`config.mk`:
```
export PLATFORM = sky130hd
export DESIGN_NAME = alarm_output_relay_logic
export DESIGN_NICKNAME = d
export VERILOG_FILES = /design/src/design/relay_pkg.sv /design/src/design/relay_cfg_if.sv /design/src/design/relay_output.sv /design/src/design/alarm_output_relay_logic.sv
export SDC_FILE = /design/constraint.sdc
export NUM_CORES = 1
export LEC_CHECK = 0
export BUFFER_PORTS_ARGS = -buffer_cell sky130_fd_sc_hd__buf_2
export CAP_MARGIN = 0
export CORE_MARGIN = 2
export CORE_UTILIZATION = 47
export CTS_CLUSTER_DIAMETER = 60
export CTS_CLUSTER_SIZE = 16
export DETAILED_ROUTE_END_ITERATION = 8
export PLACE_DENSITY = 0.76
export SLEW_MARGIN = 20
export SYNTH_ARGS = -nofsm -noshare
export SYNTH_HDL_FRONTEND = slang
export SYNTH_SLANG_ARGS = --single-unit
```
`constraint.sdc`:
```
create_clock -name ref_clk -period 5.11 [get_ports ref_clk]
set_input_delay 1.022 -clock ref_clk [delete_from_list [all_inputs] [get_ports ref_clk]]
set_output_delay 1.022 -clock ref_clk [all_outputs]
set_load 0.02 [all_outputs]
```
`src/design/relay_pkg.sv`:
```
// package: constants, register map and types for the alarm output relay block
// assumes a 40 MHz reference clock and an AXI4-Lite register bus with 32-bit data
package relay_pkg;
  localparam int CLK_HZ = 40_000_000;
  localparam int TICK_PERIOD_S = 1;
  localparam int TICK_CYCLES = CLK_HZ * TICK_PERIOD_S;
  localparam int NUM_CHAN = 8;
  localparam int NUM_OUT = 2;
  localparam int TIME_W = 14;
  localparam logic [13:0] TIME_MAX = 14'd9999;
  // register byte addresses
  localparam logic [7:0] ADDR_STATUS = 8'h00;
  localparam logic [7:0] ADDR_ALARM = 8'h04;
  localparam logic [7:0] ADDR_OUT_BASE = 8'h10;
  localparam logic [7:0] ADDR_OUT_STRIDE = 8'h10;
  // per-output register slots within its stride
  localparam logic [3:0] SLOT_CTRL = 4'h0;
  localparam logic [3:0] SLOT_DLY = 4'h4;
  localparam logic [3:0] SLOT_HOLD = 4'h8;
  localparam logic [3:0] SLOT_SRC = 4'hC;
  // control field positions
  localparam int CTRL_MODE_LSB = 0;
  localparam int CTRL_FUNC_BIT = 2;
  localparam int DLY_OPEN_LSB = 16;
  localparam int HOLD_OPEN_LSB = 16;
  localparam int SRC_W = 3;
  localparam logic [31:0] RESET_WORD = 32'h0000_0000;
  localparam logic [1:0] RESP_OKAY = 2'b00;
  localparam logic [1:0] RESP_SLVERR = 2'b10;

  typedef enum logic [1:0] {MODE_OFF, MODE_NO, MODE_NC} mode_e;
  typedef enum logic [2:0] {SRC_NONE, SRC_AL1, SRC_AL2, SRC_EITHER, SRC_BOTH} src_e;
  typedef enum logic [1:0] {ST_OPEN, ST_ARMING, ST_ACTIVE, ST_RELEASING} relay_state_e;
endpackage

```
`src/design/relay_cfg_if.sv`:
```
// interface: configuration and state of one relay output channel
// assumes the controller and the output channel share the reference clock
`timescale 1ns/100ps
`default_nettype none
interface relay_cfg_if;
  import relay_pkg::*;
  logic [1:0] mode;
  logic andFunc;
  logic [TIME_W-1:0] closeDelay;
  logic [TIME_W-1:0] openDelay;
  logic [TIME_W-1:0] closedHold;
  logic [TIME_W-1:0] openHold;
  logic [NUM_CHAN*SRC_W-1:0] srcSel;
  logic relayClosed;
  modport ctrl (output mode, andFunc, closeDelay, openDelay, closedHold, openHold, srcSel,
    input relayClosed);
  modport chan (input mode, andFunc, closeDelay, openDelay, closedHold, openHold, srcSel,
    output relayClosed);
endinterface
`default_nettype wire

```
`src/design/relay_output.sv`:
```
// module: one relay output with source selection, combining, delays and hold times
// assumes alarm inputs are already synchronous to ref_clk and secTick is a one-cycle pulse
`timescale 1ns/100ps
`default_nettype none
module relay_output
  import relay_pkg::*;
(
  // clock and reset
  input wire logic ref_clk,
  input wire logic rst,
  input wire logic secTick,
  // alarms
  input wire logic [NUM_CHAN-1:0] alarm1,
  input wire logic [NUM_CHAN-1:0] alarm2,
  // configuration and state
  relay_cfg_if.chan cfg
);
  typedef struct packed {
    relay_state_e st;
    logic [TIME_W-1:0] cnt;
    logic [TIME_W-1:0] hold;
    logic active;
    logic relay;
  } out_s;

  out_s cur_ff;
  out_s nxt_cur;
  logic [NUM_CHAN-1:0] chanAlarm;
  logic [NUM_CHAN-1:0] chanUsed;
  logic request;

  always_comb begin
    for (int i = 0; i < NUM_CHAN; i++) begin
      chanUsed[i] = 1'b1;
      case (src_e'(cfg.srcSel[i*SRC_W +: SRC_W]))
        SRC_AL1: chanAlarm[i] = alarm1[i];
        SRC_AL2: chanAlarm[i] = alarm2[i];
        SRC_EITHER: chanAlarm[i] = alarm1[i] | alarm2[i];
        SRC_BOTH: chanAlarm[i] = alarm1[i] & alarm2[i];
        default: begin
          chanAlarm[i] = 1'b0;
          chanUsed[i] = 1'b0;
        end
      endcase
    end
    if (cfg.andFunc) begin
      request = (chanUsed != '0) && ((chanAlarm | ~chanUsed) == '1);
    end else begin
      request = |chanAlarm;
    end
    if (mode_e'(cfg.mode) == MODE_OFF) begin
      request = 1'b0;
    end
  end

  // delay counters go up while the condition holds and down while it is away, so a
  // condition present more than half the time still reaches the limit
  always_comb begin
    nxt_cur = cur_ff;
    if (cur_ff.hold != '0 && secTick) begin
      nxt_cur.hold = cur_ff.hold - 1'b1;
    end
    case (cur_ff.st)
      ST_OPEN: begin
        if (request && cur_ff.hold == '0) begin
          nxt_cur.st = ST_ARMING;
          nxt_cur.cnt = '0;
        end
      end
      ST_ARMING: begin
        if (cur_ff.cnt >= cfg.closeDelay) begin
          nxt_cur.st = ST_ACTIVE;
          nxt_cur.active = 1'b1;
          nxt_cur.hold = cfg.closedHold;
        end else if (secTick) begin
          if (request) begin
            nxt_cur.cnt = cur_ff.cnt + 1'b1;
          end else if (cur_ff.cnt == '0) begin
            nxt_cur.st = ST_OPEN;
          end else begin
            nxt_cur.cnt = cur_ff.cnt - 1'b1;
          end
        end
      end
      ST_ACTIVE: begin
        if (!request && cur_ff.hold == '0) begin
          nxt_cur.st = ST_RELEASING;
          nxt_cur.cnt = '0;
        end
      end
      ST_RELEASING: begin
        if (cur_ff.cnt >= cfg.openDelay) begin
          nxt_cur.st = ST_OPEN;
          nxt_cur.active = 1'b0;
          nxt_cur.hold = cfg.openHold;
        end else if (secTick) begin
          if (!request) begin
            nxt_cur.cnt = cur_ff.cnt + 1'b1;
          end else if (cur_ff.cnt == '0) begin
            nxt_cur.st = ST_ACTIVE;
          end else begin
            nxt_cur.cnt = cur_ff.cnt - 1'b1;
          end
        end
      end
      default: nxt_cur.st = ST_OPEN;
    endcase
    case (mode_e'(cfg.mode))
      MODE_NO: nxt_cur.relay = nxt_cur.active;
      MODE_NC: nxt_cur.relay = ~nxt_cur.active;
      default: begin
        nxt_cur.relay = 1'b0;
        nxt_cur.st = ST_OPEN;
        nxt_cur.active = 1'b0;
        nxt_cur.hold = '0;
      end
    endcase
  end

  always_ff @(posedge ref_clk) begin
    if (rst) begin
      cur_ff <= '{st: ST_OPEN, cnt: '0, hold: '0, active: 1'b0, relay: 1'b0};
    end else begin
      cur_ff <= nxt_cur;
    end
  end

  assign cfg.relayClosed = cur_ff.relay;
endmodule
`default_nettype wire

```
`src/design/alarm_output_relay_logic.sv`:
```
// top: alarm output relay logic with AXI4-Lite register access
// assumes alarm flags come from outside the clock domain and are synchronised here
//
// The address map and the AXI4-Lite register port were chosen for this implementation.
`timescale 1ns/100ps
`default_nettype none
module alarm_output_relay_logic
  import relay_pkg::*;
#(
  parameter int TickCycles = TICK_CYCLES
)
(
  // clock and reset
  input wire logic ref_clk,
  input wire logic rst,
  // alarm flags
  input wire logic [NUM_CHAN-1:0] alarm1,
  input wire logic [NUM_CHAN-1:0] alarm2,
  // relay drives
  output logic [NUM_OUT-1:0] relayClosed,
  // axi4-lite write address
  input wire logic [7:0] s_axi_awaddr,
  input wire logic s_axi_awvalid,
  output logic s_axi_awready,
  // axi4-lite write data
  input wire logic [31:0] s_axi_wdata,
  input wire logic [3:0] s_axi_wstrb,
  input wire logic s_axi_wvalid,
  output logic s_axi_wready,
  // axi4-lite write response
  output logic [1:0] s_axi_bresp,
  output logic s_axi_bvalid,
  input wire logic s_axi_bready,
  // axi4-lite read address
  input wire logic [7:0] s_axi_araddr,
  input wire logic s_axi_arvalid,
  output logic s_axi_arready,
  // axi4-lite read data
  output logic [31:0] s_axi_rdata,
  output logic [1:0] s_axi_rresp,
  output logic s_axi_rvalid,
  input wire logic s_axi_rready
);
  typedef struct packed {
    logic [NUM_CHAN-1:0] a1Meta;
    logic [NUM_CHAN-1:0] a1Sync;
    logic [NUM_CHAN-1:0] a2Meta;
    logic [NUM_CHAN-1:0] a2Sync;
    logic [31:0] prescale;
    logic tick;
    logic [NUM_OUT-1:0][31:0] ctrl;
    logic [NUM_OUT-1:0][31:0] dly;
    logic [NUM_OUT-1:0][31:0] hold;
    logic [NUM_OUT-1:0][31:0] src;
    logic awHave;
    logic [7:0] awAddr;
    logic wHave;
    logic [31:0] wData;
    logic [3:0] wStrb;
    logic bValid;
    logic [1:0] bResp;
    logic rValid;
    logic [31:0] rData;
    logic [1:0] rResp;
    logic [NUM_OUT-1:0] relay;
  } top_s;

  top_s cur_ff;
  top_s nxt_cur;
  logic [NUM_OUT-1:0] chanRelay;

  // clamp a seconds field to the documented top value
  function automatic logic [TIME_W-1:0] clampTime(input logic [15:0] v);
    logic [TIME_W-1:0] r;
    r = (v > 16'(TIME_MAX)) ? TIME_MAX : v[TIME_W-1:0];
    return r;
  endfunction

  // merge a write word into a register through the byte strobes
  function automatic logic [31:0] merge(input logic [31:0] old, input logic [31:0] d,
    input logic [3:0] s);
    logic [31:0] r;
    r = old;
    for (int b = 0; b < 4; b++) begin
      if (s[b]) begin
        r[b*8 +: 8] = d[b*8 +: 8];
      end
    end
    return r;
  endfunction

  // decode an address: out index, slot and whether it hits a per-output register
  function automatic logic hitOut(input logic [7:0] a, output logic [0:0] idx,
    output logic [3:0] slot);
    logic [7:0] off;
    off = a - ADDR_OUT_BASE;
    idx = off[4];
    slot = off[3:0];
    return (a >= ADDR_OUT_BASE) && (off < 8'(NUM_OUT) * ADDR_OUT_STRIDE) && (off[1:0] == 2'b00);
  endfunction

  genvar g;
  generate
    for (g = 0; g < NUM_OUT; g++) begin : gOut
      relay_cfg_if cfgIf ();
      assign cfgIf.mode = cur_ff.ctrl[g][CTRL_MODE_LSB +: 2];
      assign cfgIf.andFunc = cur_ff.ctrl[g][CTRL_FUNC_BIT];
      assign cfgIf.closeDelay = clampTime(cur_ff.dly[g][15:0]);
      assign cfgIf.openDelay = clampTime(cur_ff.dly[g][DLY_OPEN_LSB +: 16]);
      assign cfgIf.closedHold = clampTime(cur_ff.hold[g][15:0]);
      assign cfgIf.openHold = clampTime(cur_ff.hold[g][HOLD_OPEN_LSB +: 16]);
      assign cfgIf.srcSel = cur_ff.src[g][NUM_CHAN*SRC_W-1:0];
      assign chanRelay[g] = cfgIf.relayClosed;
      relay_output uOut (
        .ref_clk(ref_clk),
        .rst(rst),
        .secTick(cur_ff.tick),
        .alarm1(cur_ff.a1Sync),
        .alarm2(cur_ff.a2Sync),
        .cfg(cfgIf.chan)
      );
    end
  endgenerate

  always_comb begin
    logic [0:0] wIdx;
    logic [3:0] wSlot;
    logic [0:0] rIdx;
    logic [3:0] rSlot;
    logic wHit;
    logic rHit;
    nxt_cur = cur_ff;
    wIdx = '0;
    wSlot = '0;
    rIdx = '0;
    rSlot = '0;
    wHit = 1'b0;
    rHit = 1'b0;
    nxt_cur.a1Meta = alarm1;
    nxt_cur.a1Sync = cur_ff.a1Meta;
    nxt_cur.a2Meta = alarm2;
    nxt_cur.a2Sync = cur_ff.a2Meta;
    nxt_cur.relay = chanRelay;
    // one-second tick; the exact count makes intervals no longer than set
    nxt_cur.tick = 1'b0;
    if (cur_ff.prescale >= 32'(TickCycles - 1)) begin
      nxt_cur.prescale = '0;
      nxt_cur.tick = 1'b1;
    end else begin
      nxt_cur.prescale = cur_ff.prescale + 32'd1;
    end
    // write path
    if (s_axi_awvalid && !cur_ff.awHave) begin
      nxt_cur.awHave = 1'b1;
      nxt_cur.awAddr = s_axi_awaddr;
    end
    if (s_axi_wvalid && !cur_ff.wHave) begin
      nxt_cur.wHave = 1'b1;
      nxt_cur.wData = s_axi_wdata;
      nxt_cur.wStrb = s_axi_wstrb;
    end
    if (cur_ff.awHave && cur_ff.wHave && !cur_ff.bValid) begin
      wHit = hitOut(cur_ff.awAddr, wIdx, wSlot);
      nxt_cur.awHave = 1'b0;
      nxt_cur.wHave = 1'b0;
      nxt_cur.bValid = 1'b1;
      nxt_cur.bResp = wHit ? RESP_OKAY : RESP_SLVERR;
      if (wHit) begin
        case (wSlot)
          SLOT_CTRL: nxt_cur.ctrl[wIdx] = merge(cur_ff.ctrl[wIdx], cur_ff.wData, cur_ff.wStrb);
          SLOT_DLY: nxt_cur.dly[wIdx] = merge(cur_ff.dly[wIdx], cur_ff.wData, cur_ff.wStrb);
          SLOT_HOLD: nxt_cur.hold[wIdx] = merge(cur_ff.hold[wIdx], cur_ff.wData, cur_ff.wStrb);
          default: nxt_cur.src[wIdx] = merge(cur_ff.src[wIdx], cur_ff.wData, cur_ff.wStrb);
        endcase
      end
    end
    if (cur_ff.bValid && s_axi_bready) begin
      nxt_cur.bValid = 1'b0;
    end
    // read path
    if (s_axi_arvalid && !cur_ff.rValid) begin
      rHit = hitOut(s_axi_araddr, rIdx, rSlot);
      nxt_cur.rValid = 1'b1;
      nxt_cur.rResp = RESP_OKAY;
      if (s_axi_araddr == ADDR_STATUS) begin
        nxt_cur.rData = 32'(cur_ff.relay);
      end else if (s_axi_araddr == ADDR_ALARM) begin
        nxt_cur.rData = {16'h0000, cur_ff.a2Sync, cur_ff.a1Sync};
      end else if (rHit) begin
        case (rSlot)
          SLOT_CTRL: nxt_cur.rData = cur_ff.ctrl[rIdx];
          SLOT_DLY: nxt_cur.rData = cur_ff.dly[rIdx];
          SLOT_HOLD: nxt_cur.rData = cur_ff.hold[rIdx];
          default: nxt_cur.rData = cur_ff.src[rIdx];
        endcase
      end else begin
        nxt_cur.rData = RESET_WORD;
        nxt_cur.rResp = RESP_SLVERR;
      end
    end else if (cur_ff.rValid && s_axi_rready) begin
      nxt_cur.rValid = 1'b0;
    end
  end

  always_ff @(posedge ref_clk) begin
    if (rst) begin
      cur_ff <= '0;
    end else begin
      cur_ff <= nxt_cur;
    end
  end

  assign s_axi_awready = !cur_ff.awHave;
  assign s_axi_wready = !cur_ff.wHave;
  assign s_axi_bvalid = cur_ff.bValid;
  assign s_axi_bresp = cur_ff.bResp;
  assign s_axi_arready = !cur_ff.rValid;
  assign s_axi_rvalid = cur_ff.rValid;
  assign s_axi_rdata = cur_ff.rData;
  assign s_axi_rresp = cur_ff.rResp;
  assign relayClosed = cur_ff.relay;
endmodule
`default_nettype wire

```
; ---- Word level (Yosys, flattened, before mapping)
; Cells that the tools add are included.
[word_totals]
in_bits = 75
register_bits = 471
wordCells = 455
out_inout_bits = 43
[classes]
n_lt_le_gt_ge = 20
muxes = 183
reduce_logical = 78
bitwise = 25
eq_ne = 105
add_sub_neg = 9
[op_table]
columns = operator, n
row1 = two-way mux 32 bit, 20
row2 = two-way mux 8 bit, 64
row3 = two-way mux 14 bit, 20
row4 = bitwise mux 64 bit, 4
row5 = "greater-than comparator 16 x 14 -> 1 bit, second input constant", 8
row6 = two-way mux 16 bit, 8
row7 = one-hot mux 16 bit (4 select lines), 2
row8 = "equality test 3 x 2 -> 1 bit, second input constant", 32
row9 = one-hot mux 32 bit (3 select lines), 1
row10 = one-hot mux 1 bit (4 select lines), 16
row11 = OR reduction 4 bit, 16
row12 = two-way mux 15 bit, 4
row13 = one-hot mux 15 bit (2 select lines), 2
row14 = >= comparator 14 bit, 4
row15 = logical NOT 14 bit, 4
row16 = "subtractor 14 x 1 -> 14 bit, second input constant", 4
row17 = "equality test 3 x 1 -> 1 bit, second input constant", 16
row18 = "equality test 3 bit, second input constant", 16
row19 = "adder 32 x 1 -> 32 bit, second input constant", 1
row20 = demux 32 bit (select 1 bit), 1
row21 = ">= comparator 32 x 26 -> 1 bit, second input constant", 1
row22 = two-way mux 2 bit, 16
row23 = "adder 14 x 1 -> 14 bit, second input constant", 2
row24 = nonzero test 14 bit, 2
row25 = 36 further kinds, 156

; ---- Logic depth before layout (Yosys ltp)
; Gate-level depths: netlist (run 1).
[depth]
word_depth = 13
ltp_mapped = 15
ltp_nobuf = 14

; ---- Cells and area by module
; Synthesis (run 1) repeated with hierarchy kept, for this count alone.
[unflattened]
hier_cells = 3290
hier_area_um2 = 27376.3
[by_module_without_submodules]
columns = mod, instances, area_per_inst_um2, cells_each, seq_area_each_um2
row1 = alarm_output_relay_logic, 1, 20068.0, 2322, 8107.8
row2 = relay_output (gOut[0].uOut), 1, 3773.6, 495, 640.6
row3 = relay_output (gOut[1].uOut), 1, 3534.6, 473, 640.6

; ---- Worst setup path before layout (run 1)
; No wires, ideal clock.
[synth_timing]
path_type = flip-flop to flip-flop
from = register cur_ff[266] (netlist name)
to = register gOut[1].uOut.cur_ff[22] (netlist name)
path_slack_ns = 1.049
required_time_ns = 4.993
period_less_slack_ns = 4.061
arrival_ns = 3.944
stages_incl_launch_ff = 16
path_buffers = 1
setup_time_ns = 0.117
cell_sequence = dfxtp_1 > nor4_1 > o21ai_0 > a211oi_1 > nand2_1 > ha_1 > and4_1 > o311ai_1 > a21oi_1 > o41a_1 > o311a_1 > a211oi_2 > o21ai_1 > buf_2 > o21bai_1 > a32o_1
[synth_between]
elab_chain_len = 5
[synth_lines]
columns = item, line_no
row1 = "start, declared", alarm_output_relay_logic.sv:68  ; top_s cur_ff;
row2 = "start signal, assigned", alarm_output_relay_logic.sv:209  ; cur_ff <= nxt_cur;
row3 = greater-than comparator 16 x 14 -> 1 bit, alarm_output_relay_logic.sv:75  ; r = (v > 16'(TIME_MAX)) ? TIME_MAX : v[TIME_W-1:0];
row4 = two-way mux 14 bit (*), alarm_output_relay_logic.sv:75
row5 = >= comparator 14 bit (*), relay_output.sv:92  ; if (cur_ff.cnt >= cfg.openDelay) begin
row6 = inequality test 2 bit (no line) (*), --
row7 = AND reduction 6 bit (no line) (*), --
row8 = "end signal, assigned", relay_output.sv:122  ; cur_ff <= '{st: ST_OPEN, cnt: '0, hold: '0, active: 1'b0, relay: 1'b0};
row9 = "end signal, assigned", relay_output.sv:124  ; cur_ff <= nxt_cur;
row10 = "end, declared", relay_output.sv:26  ; out_s cur_ff;
; Every way passes the cells marked *; elsewhere a longest branch is shown, timed or not.
; A chain may end at the register's enable or synchronous reset.

; ---- Worst setup path after layout (run 1)
[layout_timing]
from = register cur_ff[266] (netlist name)
to = register gOut[1].uOut.cur_ff[20] (netlist name)
; The elaborated chain is that of the path after synthesis.

==> results of run 1 <==
-- power by group through the flow --
stage / registers, W / clock network [W] / logic, W
finish: 0.00374 / 0.00296 / 0.000451
global route: 0.00374 / 0.00312 / 0.000486
CTS: 0.00374 / 0.00298 / 0.000441
detailed placement: 0.00382 / 0 / 0.000440
global placement: 0.00382 / 0 / 0.000437
floorplan: 0.00380 / 0 / 0.000315
-- sequential cells by signal, indices dropped and copies added, names as in the netlist, 2 cells and up --
| name | flops |
|---|---|
| relayClosed | 2 |
| cur_ff | 367 |
| gOut.uOut.cfg.relayClosed | 2 |
| s_axi_rdata | 32 |
| gOut.uOut.cur_ff | 62 |
-- layer usage --
layer / vias to the layer above / wire length [um] / share of wire / global-route usage
met5: - / 0 / 0 / 0
met2: 1136 / 34870 / 0.44 / 0.4256
met4: 0 / 3272 / 0.042 / 0.1117
met3: 184 / 7224 / 0.092 / 0.04877
met1: 11100 / 33290 / 0.42 / 0.3745
li1: 11400 / - / - / -
-- per-stage QoR --
step	area [um2]	instances	setup slack (ns)	power (W)
2_1_floorplan	25630	3302	1.049	0.004111
3_3_place_gp	26440	3911	0.6631	0.004259
3_5_place_dp	26450	3911	0.6221	0.004263
4_1_cts	27640	3969	0.5637	0.007160
5_1_grt	27650	3969	0.2027	0.007352
6_report	27650	3969	0.5270	0.007150
-- cell families (layout without fill, tap and decap cells) --
group	after synthesis	count (layout)
AO/OA/AOI/OAI	873	873
flip-flops	469	469
AND/OR/NAND/NOR	1312	1312
XOR/XNOR	52	52
buffers and inverters	290	261
adder cells (fa/ha/maj)	72	72
multiplexers	226	226
other	1	8
-- cell type report --
cell class | count | area, um2 | area share
clock inverters | 10 | 106.4 | 0.003847
inverters | 54 | 202.7 | 0.007332
flip-flops and latches | 469 | 9395 | 0.3399
repair buffers | 149 | 878.3 | 0.03177
well taps | 696 | 870.8 | 0.03150
multi-input cells | 2543 | 15110 | 0.5466
clock buffers | 48 | 1081 | 0.03910
-- worst min-delay path by stage --
stage	startpoint	to	slack (ns)	cells past startpoint
floorplan	cur_ff[383]	cur_ff[375]	0.41	1
CTS	cur_ff[383]	cur_ff[375]	0.44	1
detailed placement	cur_ff[383]	cur_ff[375]	0.42	1
global placement	cur_ff[385]	cur_ff[377]	0.42	1
global route	gOut[1].uOut.cfg.relayClosed	relayClosed[1]	0.45	1
finish	cur_ff[383]	cur_ff[375]	0.44	1
-- layout by cell type, fill, tap and decap left out, drive strengths merged, types with 58 or more instances in the layout --
cell type	n
nor2	619
dfxtp	469
a21oi	438
nand2	337
o21ai	167
buf	149
mux2	123
mux2i	77
a22oi	75
ha	72
nor2b	58
inv	58
==> flow_metrics.py, run 1 <==
metrics = {
    "setup_path": {
        "setup.worst_path.start_class": "flip-flop",
        "crit_cells": 15,
        "slowest_delay_ns": 0.44,
        "crit_chain": "nor4_1 -> o21ai_0 -> a211oi_1 -> buf_4 -> nand2_1 -> ha_1 -> and4_1 -> o311ai_1 -> a21oi_1 -> o41a_1 -> o311a_1 -> a211oi_2 -> o21ai_1 -> and2_1 -> a221o_1",
        "cp.arrival_ns": 5.03,
        "r2r_slack_ns": 0.53,
        "r2r_end": "gOut[1].uOut.cur_ff[20]",
        "cp-end-kind": "flip-flop",
        "cp_top_family": "compound AO/OA/AOI/OAI gates",
        "critPathSlowestCell": "o311a_1",
        "timing.rr.start": "cur_ff[266]",
        "worst-r2r-cell-count": 15,
        "cp-endpoint": "gOut[1].uOut.cur_ff[20]",
        "critPathBufInv": 1,
        "cp_max_fo": 12,
        "crit_path_start": "cur_ff[266]",
        "crit_type": "reg2reg",
        "critPathRequiredTime_ns": 5.56,
    },
    "floorplan": {
        "die_y_um": 237.4,
        "rows": 85,
        "ioPinCount": 118,
        "dieArea_um2": 56370,
        "start_util": 0.4759,
        "coreArea_um2": 53810,
        "die_width_um": 237.4,
    },
    "global_routing": {
        "grt_pass1_vias": 21460,
        "antenna_found_initial": 0,
        "grt_max_degree": 103,
        "overflow": 0,
        "track_usage": 0.2733,
        "grt_first_pass_wirelength_um": 122900,
    },
    "sta": {
        "worst_slew_pin_slew_ns": 1.082,
        "hold_violations": 0,
        "tns_ns": 0,
        "max_freq_mhz": 218.2,
        "hold_slack_ns": 0.4373,
        "setup_viol": 0,
        "finalCritPeriodShare": 0.8969,
        "max_slew_margin": 0.2759,
        "skew_ns": 0.03190,
        "fin_crit_ns": 4.583,
        "rsz0062_at_grt": "no",
        "slew_viol_final": 0,
    },
    "yosys": {
        "synth_edf_count": 0,
        "synthTopCellsByArea": "dfxtp_1, nor2_1, a21oi_1, mux2_2, nand2_1",
        "yosys.area_share.simple": 0.2264,
        "synth_common_cells": "nor2_1, dfxtp_1, a21oi_1",
        "synth.distinct_cells": 78,
        "yosysSeqAreaShare": 0.3666,
        "synth_top_family_by_area": "simple AND/OR/NAND/NOR gates",
        "synth.avg_cell_area_um2": 7.772,
        "synth_top_area_frac": 0.3666,
        "ys_seq_elements": 469,
        "synth_xor_area_frac": 0.01778,
        "yosysMostFrequentCell": "nor2_1",
        "synthMuxAreaShare": 0.1071,
        "synth_compound_area_frac": 0.1984,
        "yosys.area.top_type": "dfxtp_1",
        "synthArstFlopShare": 0,
        "synth_fa_ha_area_frac": 0.03518,
        "yosys_warnings": 0,
        "ys.flop_type": "dfxtp_1",
        "netlist_instances": 3295,
        "netlist_area_um2": 25610,
    },
    "clocking": {
        "clk_pin_slew_ns": 0.07,
        "post_cts_buffers": 0,
        "ctsHoldBuffers": 0,
        "cts_buffer_depth": 3,
        "tritoncts.num_buffers": 39,
        "cts_root_buf": "clkbuf_16",
        "cts_tree": "yes",
        "htreeDepth": 2,
        "cts.sinks": 469,
        "clk_latency_ns": 0.59,
        "cts.repair.resized": 0,
    },
    "power_and_ir_drop": {
        "seqPwrFrac": 0.523,
        "p_leak_nw": 10.25,
        "vdd_ir_drop_max_uv": 286.0,
        "p_switching_w": 0.001791,
        "swShare": 0.2504,
        "p_clk_frac": 0.414,
        "power_frac_comb": 0.063,
        "power_density_nw_per_um2": 258.6,
        "intPower_w": 0.005360,
    },
    "routing": {
        "drc": 0,
        "wl_um": 78650,
        "route.vias.total": 23820,
        "firstDrtPassIters": 6,
        "final_antenna_net_count": 0,
        "drt_iter0_markers": 2406,
        "viasPerCell": 6.000,
        "wire_per_inst_um": 19.82,
    },
    "place": {
        "place.gp.congestion": 0.9765,
        "port_buffers": 115,
        "place_hpwl_um": 55510,
    },
    "final_layout": {
        "n_fill_cell": 5132,
        "n_antenna_cell": 0,
        "utilization": 0.5137,
        "layout.nets": 3403,
        "syn2layout_area_growth_pct": 7.954,
        "drive_gt1_frac": 0.1204,
    },
    "run_status": {
        "outcome": "complete, no violations",
    },
    "job": {
        "max-cap-violations": 0,
    },
    "hold_path": {
        "hold_path.class": "reg2reg",
    },
}
Note: power is estimated with default switching activity, not from simulation.
==> run 2: changes to the inputs <==
--- a/config.mk
+++ b/config.mk
@@ -12,7 +12,7 @@
 export CTS_CLUSTER_DIAMETER = 60
 export CTS_CLUSTER_SIZE = 16
 export DETAILED_ROUTE_END_ITERATION = 8
-export PLACE_DENSITY = 0.76
+export PLACE_DENSITY_LB_ADDON = 0.15
 export SLEW_MARGIN = 20
 export SYNTH_ARGS = -nofsm -noshare
 export SYNTH_HDL_FRONTEND = slang
==> run 2 against run 1 <==
Largest cell class unchanged. Combinational power rose by 2%. Clock-buffer cell count is the same. Global-route usage increased by 2.7 points. Non-clock buffer count grew 2.
==> flow_metrics.py, run 2 (same netlist as run 1, synthesis figures left out) <==
metrics = {
    "power_and_ir_drop": {
        "power_frac_comb": 0.060,
        "intPower_w": 0.005748,
        "swShare": 0.2522,
        "p_switching_w": 0.001938,
        "p_clk_frac": 0.453,
        "p_leak_nw": 10.37,
        "vdd_ir_drop_max_uv": 284.2,
        "seqPwrFrac": 0.487,
        "power_density_nw_per_um2": 275.4,
        "power_w": 0.007687,
    },
    "hold_path": {
        "min-delay-start": "cur_ff[405]",
        "whs_endpoint": "cur_ff[397]",
        "hold_path.class": "reg2reg",
        "hold_depth": 1,
    },
    "routing": {
        "viasPerCell": 6.109,
        "wire_per_inst_um": 21.70,
        "drt_iter0_markers": 2548,
        "route.vias.total": 24350,
        "final_antenna_net_count": 0,
        "drc": 0,
        "wl_um": 86510,
        "firstDrtPassIters": 6,
    },
    "sta": {
        "worst_slew_pin_slew_ns": 1.008,
        "fin_crit_ns": 4.678,
        "skew_ns": 0.03060,
        "setup_slack_ns": 0.4320,
        "finalCritPeriodShare": 0.9155,
        "max_slew_margin": 0.3277,
        "rsz0062_at_grt": "no",
        "slew_viol_final": 0,
        "max_freq_mhz": 213.8,
        "hold_violations": 0,
        "tns_ns": 0,
        "setup_viol": 0,
    },
    "setup_path": {
        "cp-end-kind": "flip-flop",
        "timing.rr.start": "cur_ff[266]",
        "crit_type": "reg2reg",
        "critPathRequiredTime_ns": 5.59,
        "cp.arrival_ns": 5.16,
        "r2r_slack_ns": 0.43,
        "r2r_end": "gOut[1].uOut.cur_ff[20]",
        "setup.worst_path.start_class": "flip-flop",
        "worst-r2r-cell-count": 15,
        "cp_max_fo": 12,
    },
    "clocking": {
        "clk_latency_ns": 0.62,
        "clk_pin_slew_ns": 0.08,
        "ctsHoldBuffers": 0,
        "cts.sinks": 469,
        "cts_root_buf": "clkbuf_16",
        "cts_tree": "yes",
        "tritoncts.num_buffers": 42,
        "post_cts_buffers": 0,
        "cts.repair.resized": 0,
        "htreeDepth": 2,
        "cts_buffer_depth": 3,
    },
    "final_layout": {
        "drive_gt1_frac": 0.1256,
        "final_common_cell": "nor2_1",
        "largest_reg_flops": 367,
        "fin_cells": 3986,
        "top_register": "cur_ff",
        "n_fill_cell": 5118,
        "syn2layout_area_growth_pct": 9.000,
        "final_cell_mix": "nor2_1, dfxtp_1, a21oi_1",
        "layout.nets": 3408,
    },
    "floorplan": {
        "ioPinCount": 118,
        "die_width_um": 237.4,
        "start_util": 0.4759,
        "die_y_um": 237.4,
        "rows": 85,
        "dieArea_um2": 56370,
        "coreArea_um2": 53810,
    },
    "place": {
        "place.gp.congestion": 0.9593,
        "dpl.cell_count": 3913,
        "post-place-ws_ns": 0.5346,
        "place_hpwl_um": 62660,
        "port_buffers": 115,
    },
    "global_routing": {
        "track_usage": 0.3000,
        "overflow": 0,
        "grt_first_pass_wirelength_um": 132200,
        "grt_pass1_vias": 22390,
        "antenna_found_initial": 3,
        "grt_max_degree": 111,
    },
    "job": {
        "max-cap-violations": 0,
    },
    "run_status": {
        "outcome": "complete, no violations",
    },
}
[run 2: changes by cell type in the layout (fill, tap and decap cells not counted), sizes merged]
cell / change
buf: +2
bufinv: +6
clkinv: +7
diode: +1
inv: +1
[run 2: per-stage QoR]
stage	area (um2)	util	hold WS, ns
after CTS	27910	0.5186	0.4365
after floorplan	25630	-	0.4138
after global routing	27910	0.5186	0.4544
after global placement	26430	0.4911	0.4182
final	27910	0.5187	0.4340
after detailed placement	26430	0.4912	0.4204
[run 2: final cells by class]
| class | count | area (um2) | area share |
|---|---|---|---|
| multi-input cells | 2543 | 15080 | 0.5403 |
| flip-flops and latches | 469 | 9395 | 0.3366 |
| clock buffers | 48 | 1114 | 0.03989 |
| repair buffers | 151 | 884.6 | 0.03169 |
| well taps | 696 | 870.8 | 0.03120 |
| clock inverters | 24 | 361.6 | 0.01295 |
| inverters | 54 | 202.7 | 0.007262 |
| diodes | 1 | 2.502 | 0.00008965 |
[run 2: per-layer routing]
layer	up-vias	global-route usage	wire [um]
met2	1092	0.4609	38020
met5	-	0	0
met1	11640	0.4213	37420
met3	178	0.04274	7303
li1	11440	-	-
met4	0	0.1275	3762
[run 2: how the worst max path moves through the flow]
stage / from / endpoint / depth (start not counted)
after global placement: cur_ff[266] / gOut[1].uOut.cur_ff[20] / 15
after CTS: cur_ff[266] / gOut[1].uOut.cur_ff[20] / 15
after floorplan: cur_ff[266] / gOut[1].uOut.cur_ff[22] / 15
after detailed placement: cur_ff[267] / gOut[1].uOut.cur_ff[20] / 15
final: cur_ff[266] / gOut[1].uOut.cur_ff[20] / 15
after global routing: cur_ff[266] / gOut[1].uOut.cur_ff[20] / 15
[run 2: worst max-delay path, stage by stage, from the launching register on]
cell	delay [ns]
dfxtp_1	0.35
nor4_1	0.33
o21ai_0	0.17
a211oi_1	0.27
buf_4	0.19
nand2_1	0.06
ha_1	0.31
and4_1	0.21
o311ai_1	0.23
a21oi_1	0.11
o41a_1	0.35
o311a_1	0.42
a211oi_2	0.44
o21ai_1	0.43
and2_1	0.34
a221o_1	0.34
[run 2: power by group through the flow]
stage               clock, W  combinational, W  sequential, W
floorplan                  0          0.000315        0.00380
global placement           0          0.000446        0.00382
detailed placement         0          0.000452        0.00382
CTS                  0.00353          0.000453        0.00374
global route         0.00367          0.000496        0.00374
finish               0.00348          0.000462        0.00374
